## src/hw/sts_pkg.sv

```systemverilog
package sts_pkg;
   // ----------------------------------------------------------------
   // Functional notes
   // - The dedicated torque-off pin always requests torque-off; not configurable.
   // - Two paired safety input channels may also request torque-off.
   // - In torque-off the power stage is disabled; control logic keeps running.
   // - After torque-off the motor never restarts without a fresh run edge.
   // - A started controlled stop overrides everything except torque-off.
   // - Ramp scale selects 1, 10 or 100 Hz/s.
   // - Ramp value has 0.1 resolution; ramp equals scale times value.
   // - During controlled stop, speed is checked against ramp limit plus trip threshold.
   // - Exceeding the limit raises the safety fault code and forces torque-off.
   // - Reaching the standstill level during controlled stop forces torque-off.
   // - Controlled stop stays active to standstill even if the request goes away.
   // - Fault and standstill checks use the measured stator frequency.
   // - After a controlled stop a new run edge is needed; the source issues it.
   // ----------------------------------------------------------------

   // ----------------------------------------------------------------
   // widths and timing
   // ----------------------------------------------------------------
   localparam int FREQ_W = 16;
   localparam int DROP_W = 40;
   localparam int RATE_W = 23;
   localparam int ADDR_W = 8;
   localparam int IRQ_W = 3;
   localparam int PIN_W = 7;
   localparam int CLK_FREQ_HZ = 50_000_000;
   localparam int TICK_TIME_US = 1000;
   localparam int TICK_CYCLES_DEF = (CLK_FREQ_HZ / 1_000_000) * TICK_TIME_US;
   localparam int TICKS_PER_S = 1_000_000 / TICK_TIME_US;
   localparam logic [DROP_W:0] TICKS_PER_S_W = (DROP_W + 1)'(TICKS_PER_S);

   // ----------------------------------------------------------------
   // register offsets (byte addresses)
   // ----------------------------------------------------------------
   localparam logic [ADDR_W-1:0] REG_CTRL = 8'h00;
   localparam logic [ADDR_W-1:0] REG_RAMP = 8'h04;
   localparam logic [ADDR_W-1:0] REG_TRIP = 8'h08;
   localparam logic [ADDR_W-1:0] REG_STILL = 8'h0C;
   localparam logic [ADDR_W-1:0] REG_STATUS = 8'h10;
   localparam logic [ADDR_W-1:0] REG_IRQ_STAT = 8'h14;
   localparam logic [ADDR_W-1:0] REG_IRQ_MASK = 8'h18;
   localparam logic [ADDR_W-1:0] REG_ERR = 8'h1C;

   // ----------------------------------------------------------------
   // field positions
   // ----------------------------------------------------------------
   localparam int CTRL_AB_BIT = 0;
   localparam int CTRL_CD_BIT = 1;
   localparam int CTRL_SW_STOP_BIT = 2;
   localparam int CTRL_FAULT_CLR_BIT = 3;
   localparam int RAMP_SCALE_LSB = 0;
   localparam int RAMP_VALUE_LSB = 16;
   localparam int STAT_STO_BIT = 0;
   localparam int STAT_SS1_BIT = 1;
   localparam int STAT_FAULT_BIT = 2;
   localparam int STAT_PWR_BIT = 3;
   localparam int STAT_STATE_LSB = 4;
   localparam int IRQ_STO_BIT = 0;
   localparam int IRQ_SS1_BIT = 1;
   localparam int IRQ_FAULT_BIT = 2;

   // ----------------------------------------------------------------
   // reset values and codes
   // ----------------------------------------------------------------
   localparam logic CTRL_AB_RST = 1'b1;
   localparam logic CTRL_CD_RST = 1'b1;
   localparam logic [1:0] RAMP_SCALE_RST = 2'h1;
   localparam logic [FREQ_W-1:0] RAMP_VALUE_RST = 16'h0032;
   localparam logic [FREQ_W-1:0] TRIP_RST = 16'h0064;
   localparam logic [FREQ_W-1:0] STILL_RST = 16'h000A;
   localparam logic [IRQ_W-1:0] IRQ_MASK_RST = 3'h0;
   localparam logic [7:0] ERR_NONE = 8'h00;
   localparam logic [7:0] ERR_SAFETY_FAULT = 8'h5A;
   localparam logic [1:0] SCALE_1 = 2'h0;
   localparam logic [1:0] SCALE_10 = 2'h1;
   localparam logic [6:0] MULT_1 = 7'h01;
   localparam logic [6:0] MULT_10 = 7'h0A;
   localparam logic [6:0] MULT_100 = 7'h64;
   localparam logic [1:0] RESP_OKAY = 2'h0;
   localparam logic [1:0] RESP_SLVERR = 2'h2;

   // drive states
   typedef enum logic [1:0] {
      ST_IDLE = 2'b00,
      ST_RUN = 2'b01,
      ST_STOP = 2'b10,
      ST_TORQUE_OFF = 2'b11
   } sts_state_t;

   // ramp scale code to multiplier; the spare code takes the steepest ramp
   function automatic logic [6:0] scale_mult(input logic [1:0] code);
      logic [6:0] m;
      m = MULT_100;
      if (code == SCALE_1) begin
         m = MULT_1;
      end else if (code == SCALE_10) begin
         m = MULT_10;
      end
      return m;
   endfunction : scale_mult

   // byte strobes to a bit mask
   function automatic logic [31:0] strb_mask(input logic [3:0] strb);
      logic [31:0] m;
      m = '0;
      for (int i = 0; i < 4; i++) begin
         m[i*8 +: 8] = {8{strb[i]}};
      end
      return m;
   endfunction : strb_mask
endpackage : sts_pkg

```

## src/hw/sts_top.sv

```systemverilog
// torque-off and monitored controlled stop with an axi4-lite register slave
//
// Register access over AXI4-Lite and the register offsets were chosen for this implementation.
module sts_top
   import sts_pkg::*;
#(
   parameter int TICK_CYCLES = TICK_CYCLES_DEF
) (
   // clock and reset
   input wire logic i_clk,
   input wire logic i_sys_rst,
   // safety pins and run command, asynchronous
   input wire logic i_sto_n,
   input wire logic i_safety_input_a_n,
   input wire logic i_safety_input_b_n,
   input wire logic i_safety_input_c_n,
   input wire logic i_safety_input_d_n,
   input wire logic i_stop_req_n,
   input wire logic i_run_cmd,
   // measured stator frequency, 0.1 Hz per lsb, same clock
   input wire logic [FREQ_W-1:0] i_stator_freq,
   // power stage and status
   output logic o_pwr_enable,
   output logic o_sto_active,
   output logic o_ss1_active,
   output logic o_fault,
   output logic o_irq,
   // axi4-lite write channels
   input wire logic [ADDR_W-1:0] i_awaddr,
   input wire logic i_awvalid,
   output logic o_awready,
   input wire logic [31:0] i_wdata,
   input wire logic [3:0] i_wstrb,
   input wire logic i_wvalid,
   output logic o_wready,
   output logic [1:0] o_bresp,
   output logic o_bvalid,
   input wire logic i_bready,
   // axi4-lite read channels
   input wire logic [ADDR_W-1:0] i_araddr,
   input wire logic i_arvalid,
   output logic o_arready,
   output logic [31:0] o_rdata,
   output logic [1:0] o_rresp,
   output logic o_rvalid,
   input wire logic i_rready
);
   localparam int TCW = $clog2(TICK_CYCLES + 1);

   typedef struct packed {
      sts_state_t state;
      logic pair_ab_en;
      logic pair_cd_en;
      logic sw_stop;
      logic [1:0] ramp_scale;
      logic [FREQ_W-1:0] ramp_value;
      logic [FREQ_W-1:0] trip_level;
      logic [FREQ_W-1:0] still_level;
      logic [IRQ_W-1:0] irq_stat;
      logic [IRQ_W-1:0] irq_mask;
      logic fault;
      logic [7:0] err_code;
      logic run_prev;
      logic [FREQ_W-1:0] f0;
      logic [DROP_W-1:0] drop;
      logic [TCW-1:0] tick_cnt;
      logic aw_hold;
      logic [ADDR_W-1:0] awaddr;
      logic w_hold;
      logic [31:0] wdata;
      logic [3:0] wstrb;
      logic awready;
      logic wready;
      logic bvalid;
      logic [1:0] bresp;
      logic arready;
      logic rvalid;
      logic [1:0] rresp;
      logic [31:0] rdata;
      logic pwr_en;
      logic sto_act;
      logic ss1_act;
      logic irq;
   } sts_regs_t;

   localparam sts_regs_t REGS_RST = '{
      state: ST_IDLE,
      pair_ab_en: CTRL_AB_RST,
      pair_cd_en: CTRL_CD_RST,
      ramp_scale: RAMP_SCALE_RST,
      ramp_value: RAMP_VALUE_RST,
      trip_level: TRIP_RST,
      still_level: STILL_RST,
      irq_mask: IRQ_MASK_RST,
      err_code: ERR_NONE,
      awready: 1'b1,
      wready: 1'b1,
      arready: 1'b1,
      default: '0
   };

   sts_regs_t s_q, s_d;

   // ----------------------------------------------------------------
   // register readback, shared by read and write-merge paths
   // ----------------------------------------------------------------
   function automatic logic [32:0] reg_word(input logic [ADDR_W-1:0] a, input sts_regs_t r);
      logic [31:0] w;
      logic hit;
      w = '0;
      hit = 1'b1;
      case (a)
         REG_CTRL: begin
            w[CTRL_AB_BIT] = r.pair_ab_en;
            w[CTRL_CD_BIT] = r.pair_cd_en;
            w[CTRL_SW_STOP_BIT] = r.sw_stop;
         end
         REG_RAMP: begin
            w[RAMP_SCALE_LSB +: 2] = r.ramp_scale;
            w[RAMP_VALUE_LSB +: FREQ_W] = r.ramp_value;
         end
         REG_TRIP: w[FREQ_W-1:0] = r.trip_level;
         REG_STILL: w[FREQ_W-1:0] = r.still_level;
         REG_STATUS: begin
            w[STAT_STO_BIT] = r.sto_act;
            w[STAT_SS1_BIT] = r.ss1_act;
            w[STAT_FAULT_BIT] = r.fault;
            w[STAT_PWR_BIT] = r.pwr_en;
            w[STAT_STATE_LSB +: 2] = r.state;
         end
         REG_IRQ_STAT: w[IRQ_W-1:0] = r.irq_stat;
         REG_IRQ_MASK: w[IRQ_W-1:0] = r.irq_mask;
         REG_ERR: w[7:0] = r.err_code;
         default: hit = 1'b0;
      endcase
      return {hit, w};
   endfunction : reg_word

   // ----------------------------------------------------------------
   // pin synchroniser
   // ----------------------------------------------------------------
   logic [PIN_W-1:0] pins;

   sts_sync #(
      .W(PIN_W)
   ) u_sync (
      .i_clk(i_clk),
      .i_sys_rst(i_sys_rst),
      .i_pins({i_run_cmd, i_stop_req_n, i_safety_input_d_n, i_safety_input_c_n,
               i_safety_input_b_n, i_safety_input_a_n, i_sto_n}),
      .o_pins(pins)
   );

   // ----------------------------------------------------------------
   // request decode and monitoring arithmetic
   // ----------------------------------------------------------------
   logic sto_pin_req, pair_req, sto_any, stop_req, run_in, run_rise, tick, viol, still;
   logic [RATE_W-1:0] rate;
   logic [DROP_W:0] drop_sum, limit_milli, cur_milli;

   assign sto_pin_req = !pins[0]; // fixed, no enable bit
   assign pair_req = (s_q.pair_ab_en && (!pins[1] || !pins[2]))
                   || (s_q.pair_cd_en && (!pins[3] || !pins[4]));
   assign sto_any = sto_pin_req || pair_req;
   assign stop_req = !pins[5] || s_q.sw_stop;
   assign run_in = pins[6];
   assign run_rise = run_in && !s_q.run_prev;
   assign tick = s_q.tick_cnt == TCW'(TICK_CYCLES - 1);
   // ramp in 0.1 Hz/s = scale times value in 0.1 steps
   assign rate = {16'h0000, scale_mult(s_q.ramp_scale)} * {7'h00, s_q.ramp_value};
   assign drop_sum = {1'b0, s_q.drop} + (DROP_W + 1)'(rate);
   // limit scaled by ticks per second so no divide is needed
   assign limit_milli = (DROP_W + 1)'({1'b0, s_q.f0} + {1'b0, s_q.trip_level}) * TICKS_PER_S_W;
   assign cur_milli = (DROP_W + 1)'(i_stator_freq) * TICKS_PER_S_W + {1'b0, s_q.drop};
   assign viol = (s_q.state == ST_STOP) && (cur_milli > limit_milli);
   assign still = i_stator_freq <= s_q.still_level;

   // ----------------------------------------------------------------
   // next state
   // ----------------------------------------------------------------
   always_comb begin
      logic [32:0] rw;
      logic [31:0] m;
      logic [31:0] merged;
      logic [IRQ_W-1:0] irq_set;
      logic [IRQ_W-1:0] irq_clr;
      rw = '0;
      m = '0;
      merged = '0;
      irq_set = '0;
      irq_clr = '0;
      s_d = s_q;

      // read channel: one cycle from address to data
      if (s_q.rvalid && i_rready) begin
         s_d.rvalid = 1'b0;
      end
      if (i_arvalid && s_q.arready) begin
         rw = reg_word(i_araddr, s_q);
         s_d.rvalid = 1'b1;
         s_d.rdata = rw[31:0];
         s_d.rresp = rw[32] ? RESP_OKAY : RESP_SLVERR;
      end
      s_d.arready = !s_d.rvalid;

      // write channel: address and data captured in either order
      if (s_q.bvalid && i_bready) begin
         s_d.bvalid = 1'b0;
      end
      if (i_awvalid && s_q.awready) begin
         s_d.aw_hold = 1'b1;
         s_d.awaddr = i_awaddr;
      end
      if (i_wvalid && s_q.wready) begin
         s_d.w_hold = 1'b1;
         s_d.wdata = i_wdata;
         s_d.wstrb = i_wstrb;
      end
      if (s_q.aw_hold && s_q.w_hold) begin
         rw = reg_word(s_q.awaddr, s_q);
         m = strb_mask(s_q.wstrb);
         merged = (rw[31:0] & ~m) | (s_q.wdata & m);
         s_d.aw_hold = 1'b0;
         s_d.w_hold = 1'b0;
         s_d.bvalid = 1'b1;
         s_d.bresp = rw[32] ? RESP_OKAY : RESP_SLVERR;
         case (s_q.awaddr)
            REG_CTRL: begin
               s_d.pair_ab_en = merged[CTRL_AB_BIT];
               s_d.pair_cd_en = merged[CTRL_CD_BIT];
               s_d.sw_stop = merged[CTRL_SW_STOP_BIT];
               if (merged[CTRL_FAULT_CLR_BIT]) begin
                  s_d.fault = 1'b0;
                  s_d.err_code = ERR_NONE;
               end
            end
            REG_RAMP: begin
               s_d.ramp_scale = merged[RAMP_SCALE_LSB +: 2];
               s_d.ramp_value = merged[RAMP_VALUE_LSB +: FREQ_W];
            end
            REG_TRIP: s_d.trip_level = merged[FREQ_W-1:0];
            REG_STILL: s_d.still_level = merged[FREQ_W-1:0];
            REG_IRQ_STAT: irq_clr = s_q.wdata[IRQ_W-1:0] & m[IRQ_W-1:0];
            REG_IRQ_MASK: s_d.irq_mask = merged[IRQ_W-1:0];
            default: ;
         endcase
      end
      s_d.awready = !s_d.aw_hold && !s_d.bvalid;
      s_d.wready = !s_d.w_hold && !s_d.bvalid;

      // drive sequencing
      s_d.run_prev = run_in;
      s_d.tick_cnt = tick ? '0 : TCW'(s_q.tick_cnt + 1'b1);
      unique case (s_q.state)
         ST_IDLE: begin
            // only a fresh run edge starts the motor
            if (run_rise && !stop_req) begin
               s_d.state = ST_RUN;
            end
         end
         ST_RUN: begin
            if (stop_req) begin
               s_d.state = ST_STOP;
               s_d.f0 = i_stator_freq;
               s_d.drop = '0;
               s_d.tick_cnt = '0;
               irq_set[IRQ_SS1_BIT] = 1'b1;
            end else if (!run_in) begin
               s_d.state = ST_IDLE;
            end
         end
         ST_STOP: begin
            // run and request level ignored until standstill
            if (tick) begin
               s_d.drop = drop_sum[DROP_W] ? '1 : drop_sum[DROP_W-1:0];
            end
            if (viol) begin
               s_d.state = ST_TORQUE_OFF;
               s_d.fault = 1'b1;
               s_d.err_code = ERR_SAFETY_FAULT;
               irq_set[IRQ_FAULT_BIT] = 1'b1;
            end else if (still) begin
               s_d.state = ST_TORQUE_OFF;
            end
         end
         ST_TORQUE_OFF: begin
            if (!sto_any && !s_q.fault) begin
               s_d.state = ST_IDLE;
            end
         end
      endcase
      // torque-off outranks the controlled stop and everything else
      if (sto_any) begin
         s_d.state = ST_TORQUE_OFF;
      end
      if (s_d.state == ST_TORQUE_OFF && s_q.state != ST_TORQUE_OFF) begin
         irq_set[IRQ_STO_BIT] = 1'b1;
      end

      // sticky events; a new event beats a clear in the same cycle
      s_d.irq_stat = (s_q.irq_stat & ~irq_clr) | irq_set;
      s_d.irq = |(s_d.irq_stat & s_d.irq_mask);
      // power stage only while running or ramping down
      s_d.pwr_en = (s_d.state == ST_RUN) || (s_d.state == ST_STOP);
      s_d.sto_act = s_d.state == ST_TORQUE_OFF;
      s_d.ss1_act = s_d.state == ST_STOP;
   end

   // state register
   always_ff @(posedge i_clk) begin
      if (i_sys_rst) begin
         s_q <= REGS_RST;
      end else begin
         s_q <= s_d;
      end
   end

   // outputs straight from flops
   assign o_pwr_enable = s_q.pwr_en;
   assign o_sto_active = s_q.sto_act;
   assign o_ss1_active = s_q.ss1_act;
   assign o_fault = s_q.fault;
   assign o_irq = s_q.irq;
   assign o_awready = s_q.awready;
   assign o_wready = s_q.wready;
   assign o_bvalid = s_q.bvalid;
   assign o_bresp = s_q.bresp;
   assign o_arready = s_q.arready;
   assign o_rvalid = s_q.rvalid;
   assign o_rdata = s_q.rdata;
   assign o_rresp = s_q.rresp;
endmodule : sts_top

```

## src/hw/sts_sync.sv

```systemverilog
// three-stage pin synchroniser; output moves once stages two and three agree
module sts_sync
   import sts_pkg::*;
#(
   parameter int W = PIN_W
) (
   // clock and reset
   input wire logic i_clk,
   input wire logic i_sys_rst,
   // raw pins and filtered levels
   input wire logic [W-1:0] i_pins,
   output logic [W-1:0] o_pins
);
   typedef struct packed {
      logic [W-1:0] s1;
      logic [W-1:0] s2;
      logic [W-1:0] s3;
      logic [W-1:0] lvl;
   } sts_sync_regs_t;

   sts_sync_regs_t s_q, s_d;

   // shift chain and agreement filter
   always_comb begin
      s_d = s_q;
      s_d.s1 = i_pins;
      s_d.s2 = s_q.s1;
      s_d.s3 = s_q.s2;
      for (int i = 0; i < W; i++) begin
         if (s_q.s2[i] == s_q.s3[i]) begin
            s_d.lvl[i] = s_q.s3[i];
         end
      end
   end

   // zero at reset reads as every safety pin demanding a stop
   always_ff @(posedge i_clk) begin
      if (i_sys_rst) begin
         s_q <= '0;
      end else begin
         s_q <= s_d;
      end
   end

   assign o_pins = s_q.lvl;
endmodule : sts_sync

```

## config.mk

```make
export PLATFORM = sky130hd
export DESIGN_NAME = sts_top
export DESIGN_NICKNAME = d
export VERILOG_FILES = /design/src/hw/sts_pkg.sv /design/src/hw/sts_top.sv /design/src/hw/sts_sync.sv
export SDC_FILE = /design/constraint.sdc
export NUM_CORES = 1
export LEC_CHECK = 0
export BUFFER_PORTS_ARGS = -buffer_cell sky130_fd_sc_hd__buf_2
export CORE_MARGIN = 5
export CORE_UTILIZATION = 30
export CTS_BUF_LIST = sky130_fd_sc_hd__clkbuf_16
export DETAILED_ROUTE_END_ITERATION = 10
export GPL_TIMING_DRIVEN = 0
export SLEW_MARGIN = 20
export SYNTH_ARGS = -nofsm -noshare
export SYNTH_HDL_FRONTEND = slang
export SYNTH_SLANG_ARGS = --single-unit
export TNS_END_PERCENT = 1
```

## constraint.sdc

```tcl
create_clock -name i_clk -period 13.51 [get_ports i_clk]
set_input_delay 2.0265 -clock i_clk [delete_from_list [all_inputs] [get_ports i_clk]]
set_output_delay 2.0265 -clock i_clk [all_outputs]
set_load 0.1 [all_outputs]
```

==> impl_results.md, run 1 <==
* Routed WL at 65.38 mm
* Starting Density at 30.31%
* HP Class: register to register
* Final hold viol count at 0
* Vias in the first global route at 18890
* Levels on crit path at 38
* I/O pin count at 128
* Worst clock skew at 20.08 ps
* Pwr Density at 151.3 mW/mm2
* Ys Warns at 0
* FMAX at 85.16 MHz
* Post-layout min period at 11740 ps
* FILL cells at 8071
* Slowest Stage Delay on Critical Path at 570 ps
* Slowest CP cell: or4_1
* Post-Syn Area at 0.02306 mm2
* Worst-path clk slew at 60 ps
* Outcome: complete, no violations
* CP endpoint kind: register
* First-pass GRT wire length at 104.5 mm
* Power Internal at 2.169 mW
* Remaining antenna violation count after routing at 0
* DRT iter0 DRCs at 1284
* Register area at 0.005205 mm2
* Register bit count reported by yosys at 260
* Multi-input logic area at 0.01595 mm2
* Period utilisation layout at 86.92%
* Clock sink count at 260
* Max cap viols at 0
* Iteration count of the initial detailed-routing pass at 5
* Post-layout util at 34.08%
* Root buffer cell: clkbuf_16
* Clock share of power at 20.3%
* EDFF count, synth at 0
* Largest net degree at the start of global routing at 15
* Vias at 19380
* Leak Pwr at 11.57 nW
* Sw power at 1.753 mW
* Comb power frac at 58.9%
* Vias per cell at 4.912
* Net Sw Frac at 44.70%
* Htree depth at 1
* Startpoint types: input pin
* RSZ-0062 raised after global routing: false
* Max VDD drop at 0.1416 mV
* Top post-synthesis cells by area: dfxtp_1 23%, fa_1 16%, ha_1 14%
* Die area at 0.08250 mm2
* Distinct cells, synth at 82
* Slew @ Worst Pin at 1091 ps
* Post-CTS Resized at 0
* Wire length per cell at 16.57 um
* Layout cell share with drive strength beyond 1 at 8.505%
* Max Root-Sink Buffers at 3
* Syn Area/Cell at 8.406 um2
* Clock Latency Late Sink at 570 ps
* CTS tree: built
* Slew Viols, Final at 0
* Cells after Synth at 2743
* Ys async rst share at 0%
* Total power at 3.922 mW
* CP Class: input pin to register
* GRT Util Overall at 15.50%
* Max-slew headroom at 26.70%
* CP bufs+invs at 5
* Top_reg_cell synth: dfxtp_1
* Grt total ovfl at 0
* Die width at 287.2 um
* Hold_buf cts at 0
* Core ar. at 0.07608 mm2
* Synth top area share at 22.57%
* Hold path cells at 1
* Clock buffer count from CTS at 27
* Critical-path maximum fanout at 7
* FP Rows at 101
* Port bufs at 122
* Final setup TNS at 0 ps
* DRC violations left at 0
* Reg power frac at 20.8%
* Worst EP required at 13890 ps
* Number of nets in the layout at 3415
* WHS at 435.2 ps
* Cell taking the most area after synthesis: dfxtp_1
* Placer congestion estimate at 0.9535
* Die Height at 287.2 um
* Sequential share of the synthesized area at 22.57%
* Antenna Cells at 0
* Area growth, synth to finish at 12.44%
* CP delay by family, top: compound AO/OA/AOI/OAI gates
* Initial antenna violation count at 1
* Final setup violation count at 0
* Worst reg2reg path depth at 40
* Post-CTS Setup Bufs at 0
* Hpwl dp at 54.41 mm
* Arrival @ worst endpoint at 12130 ps
==> flip-flops by register name, summed over array words and instances (netlist names), 7 cells and up <==
signal and cells:
u_sync.s_d 14, s_q 188, o_rdata 32, u_sync.s_q 7, u_sync.o_pins 7
==> cell usage in the layout, fill, tap and decap left out, types with 11 or more instances in the layout <==
cell and n:
inv_1 347, nand2_1 317, dfxtp_1 260, ha_1 252, a21oi_1 227, fa_1 186, nor2_1 180, buf_2 126
o21ai_0 87, clkbuf_1 74, nand3_1 68, xnor2_1 67, nor3_1 63, nor2b_1 46, and2_1 45, xor2_1 45
buf_4 38, a21o_1 30, a211oi_1 29, clkbuf_16 27, and3_1 26, a311oi_1 25, a22oi_1 23, nand4_1 22
mux2i_1 21, nand2b_1 21, o21a_1 17, a211o_1 16, a31oi_1 14, a221oi_1 13, or3_1 13, buf_1 13
o21bai_1 12, nor4_1 12, o211ai_1 11
==> Yosys cell counts (46+ instances only) <==
library cell / n
inv_1: 343
ha_1: 252
dfxtp_1: 260
xnor2_1: 67
a21oi_1: 227
clkbuf_1: 74
nor2_1: 181
fa_1: 186
nand3_1: 68
nor2b_1: 46
nor3_1: 64
nand2_1: 317
o21ai_0: 87
==> worst reg2reg max path, delay by kind of cell, from the launching register on <==
family	cells	cell delay (ps)
AND/OR/NAND/NOR	9	2350
buffers and inverters	3	200
XOR/XNOR	1	650
flip-flops	1	370
AO/OA/AOI/OAI	18	4190
adder cells (fa/ha/maj)	9	3200
==> cell type report <==
class / count / share of cell area (%)
clock buffers: 27 / 2.606
clock inverters: 23 / 1.018
inverters: 343 / 4.966
flip-flops and latches: 260 / 20.08
plain buffers: 131 / 2.476
well taps: 1030 / 4.971
repair buffers: 122 / 2.355
multi-input cells: 2010 / 61.53
==> final timing paths <==
kind | from | endpoint | slack [ps]
worst max-delay path | i_stator_freq[2] | o_irq | 1770
worst min-delay path | u_sync.s_d[19] | u_sync.s_d[12] | 440
worst max register to register | s_q[195] | o_irq | 2370
worst min register to register | u_sync.s_d[19] | u_sync.s_d[12] | 440
==> logic make-up after synthesis <==
family,Yosys count,share of synthesized area [%]
mux,32,1.644
buf+inv,474,8.368
xor+xnor,112,4.254
fa+ha+maj,438,29.82
other cells,1,0.01626
compound gates,577,16.13
simple gates,849,17.19
flops,260,22.57
==> layer usage <==
metal	wire length, um	up-vias	global-route usage, %
met5	0	-	0
met4	1517	0	3.474
met3	3152	88	1.420
met2	30630	483	26.26
met1	30080	9214	21.53
li1	-	9597	-
==> power by group through the flow <==
stage	combinational (mW)	sequential (mW)	clock, mW
finish	2.31	0.817	0.796
CTS	2.31	0.816	0.811
global route	2.62	0.819	0.844
detailed placement	2.29	0.833	0
floorplan	1.73	0.847	0
global placement	2.26	0.833	0
==> stage by stage <==
step | std cells | setup WS, ps | area, um2
2_1_floorplan | 2744 | 3211 | 23060
4_1_cts | 3946 | 1845 | 25910
6_report | 3946 | 1767 | 25930
3_5_place_dp | 3896 | 1304 | 24980
5_1_grt | 3946 | 1077 | 25930
3_3_place_gp | 3896 | 1267 | 24960
No activity file was read; power rests on OpenSTA's default activity.
==> run 2: changes to the inputs <==
PLACE_DENSITY = 0.47   (was not set)
==> run 2 against run 1 <==
Compared with the run above: worst hold slack better by 2.4 ps; combinational power up 3%; via count up 0.35%; die area unchanged; first-iteration DRC count decreased by 17%; clock skew rose by 15 ps; wire length is 9.8% higher; fmax down 2.9%; critical path depth unchanged; final cell count hardly changed; highest routed layer is now met5.
==> impl_results.md, run 2 (synthesized netlist as in run 1, its figures left out) <==
* Vias per cell at 4.928 (was 4.912)
* Critical-path maximum fanout at 7 (unchanged)
* Initial antenna violation count at 3 (was 1)
* Clock Latency Late Sink at 590 ps (was 570 ps)
* Place WS at 799.0 ps (was 1304 ps)
* Arrival @ worst endpoint at 12490 ps (was 12130 ps)
* Number of nets in the layout at 3417 (was 3415)
* Largest net degree at the start of global routing at 16 (was 15)
* HP Class: register to register (unchanged)
* CP endpoint kind: register (unchanged)
* FMAX at 82.65 MHz (was 85.16 MHz)
* DRT iter0 DRCs at 1064 (was 1284)
* Biggest register: s_q (unchanged)
* Final setup violation count at 0 (unchanged)
* Starting Density at 30.31% (unchanged)
* Layout cell share with drive strength beyond 1 at 8.468% (was 8.505%)
* Post-CTS Setup Bufs at 0 (unchanged)
* Clock buffer count from CTS at 28 (was 27)
* Outcome: complete, no violations (unchanged)
* Root buffer cell: clkbuf_16 (unchanged)
* Pwr Density at 153.9 mW/mm2 (was 151.3 mW/mm2)
* Max reg flops at 188 (unchanged)
* Iteration count of the initial detailed-routing pass at 5 (unchanged)
* Max cap viols at 0 (unchanged)
* Slowest CP cell: fa_1 (was or4_1)
* I/O pin count at 128 (unchanged)
* R2r setup slk at 1860 ps (was 2370 ps)
* GRT Util Overall at 17.13% (was 15.50%)
* Hold path cells at 1 (unchanged)
* Worst clock skew at 35.37 ps (was 20.08 ps)
* Reg2Reg Launch Point: s_q[195] (unchanged)
* CP Class: input pin to register (unchanged)
* Area growth, synth to finish at 12.33% (was 12.44%)
* Htree depth at 1 (unchanged)
* Total power at 3.987 mW (was 3.922 mW)
* FP Rows at 101 (unchanged)
* Post-layout util at 34.04% (was 34.08%)
* Post-layout min period at 12100 ps (was 11740 ps)
* RSZ-0062 raised after global routing: false (unchanged)
* Slew @ Worst Pin at 1112 ps (was 1091 ps)
* FILL cells at 8117 (was 8071)
* Grt total ovfl at 0 (unchanged)
* Die Height at 287.2 um (unchanged)
* Antenna Cells at 0 (unchanged)
* Die width at 287.2 um (unchanged)
* Post-CTS Resized at 0 (unchanged)
* Period utilisation layout at 89.56% (was 86.92%)
* Hold EP: u_sync.s_d[13] (was u_sync.s_d[12])
* CP delay by family, top: compound AO/OA/AOI/OAI gates (unchanged)
* Final hold viol count at 0 (unchanged)
* Routed WL at 71.82 mm (was 65.38 mm)
* WHS at 437.7 ps (was 435.2 ps)
* Vias in the first global route at 19850 (was 18890)
* Max Root-Sink Buffers at 3 (unchanged)
* Setup ws final at 1410 ps (was 1767 ps)
* Clock sink count at 260 (unchanged)
* Remaining antenna violation count after routing at 0 (unchanged)
* CP bufs+invs at 5 (unchanged)
* Min-Delay Startpoint: u_sync.s_d[20] (was u_sync.s_d[19])
* Slew Viols, Final at 0 (unchanged)
* Hpwl dp at 60.42 mm (was 54.41 mm)
* Wire length per cell at 18.20 um (was 16.57 um)
* Leak Pwr at 11.57 nW (about the same)
* Die area at 0.08250 mm2 (unchanged)
* Startpoint types: input pin (unchanged)
* First-pass GRT wire length at 113.4 mm (was 104.5 mm)
* Worst-path clk slew at 60 ps (about the same)
* Placer congestion estimate at 0.8674 (was 0.9535)
* Hold_buf cts at 0 (unchanged)
* Slowest Stage Delay on Critical Path at 580 ps (was 570 ps)
* Port bufs at 122 (unchanged)
* DRC violations left at 0 (unchanged)
* Vias at 19450 (was 19380)
* Final setup TNS at 0 ps (unchanged)
* Max VDD drop at 0.1029 mV (was 0.1416 mV)
* CTS tree: built (unchanged)
* R2r endpoint: o_irq (unchanged)
* Worst EP required at 13900 ps (was 13890 ps)
* Max-slew headroom at 25.32% (was 26.70%)
* Commonest non-fill, non-tap cell in the layout: inv_1 (unchanged)
* Worst reg2reg path depth at 40 (unchanged)
* Core ar. at 0.07608 mm2 (unchanged)
* Most frequent cells in the layout: 348 x inv_1, 317 x nand2_1, 260 x dfxtp_1 (was 347 x inv_1, 317 x nand2_1, 260 x dfxtp_1)
==> run 2: worst reg2reg max path: cells and delay by family (launching register included) <==
| family | cells | cell delay (ps) |
|---|---|---|
| AO/OA/AOI/OAI | 18 | 4220 |
| XOR/XNOR | 1 | 860 |
| adder cells (fa/ha/maj) | 9 | 3340 |
| buffers and inverters | 4 | 290 |
| flip-flops | 1 | 460 |
| AND/OR/NAND/NOR | 8 | 2260 |
==> run 2: metal layers <==
layer	global-route usage [%]	share of wire, %	up-vias
li1	-	-	9607
met1	23.56	47	9370
met2	28.95	47	374
met3	1.864	3.6	93
met4	4.101	2.4	6
met5	0	0.033	-
==> run 2: how the worst max path moves through the flow <==
stage	endpoint	slack, ps	start	cells after the start
floorplan	o_irq	3210	i_stator_freq[5]	37
global placement	o_irq	800	i_stator_freq[0]	38
detailed placement	o_irq	800	i_stator_freq[0]	38
CTS	o_irq	1390	i_stator_freq[0]	38
global route	o_irq	730	i_stator_freq[0]	38
finish	o_irq	1410	i_stator_freq[0]	38
==> run 2: through the flow <==
| step | std cells | instance area [um2] |
|---|---|---|
| 6_report | 3947 | 25900 |
| 5_1_grt | 3947 | 25900 |
| 4_1_cts | 3947 | 25890 |
| 3_5_place_dp | 3897 | 24980 |
| 3_3_place_gp | 3896 | 24960 |
| 2_1_floorplan | 2744 | 23060 |
==> run 2: final cells by class <==
cell class	instances	area (um2)	share of cell area, %
Multi-Input combinational cell	2010	15940	61.55
Inverter	343	1287	4.971
Timing Repair Buffer	123	620.6	2.396
Clock buffer	28	700.7	2.705
Buffer	131	641.9	2.478
Tap cell	1030	1289	4.976
Sequential cell	260	5205	20.10
Clock inverter	22	214.0	0.8261
==> run 2: where the power goes <==
group / switching, mW / total [mW] / internal (mW)
Combinational: 1.48 / 2.39 / 0.912
Sequential: 0.0232 / 0.818 / 0.795
Clock: 0.343 / 0.780 / 0.437
Total: 1.84 / 3.99 / 2.14
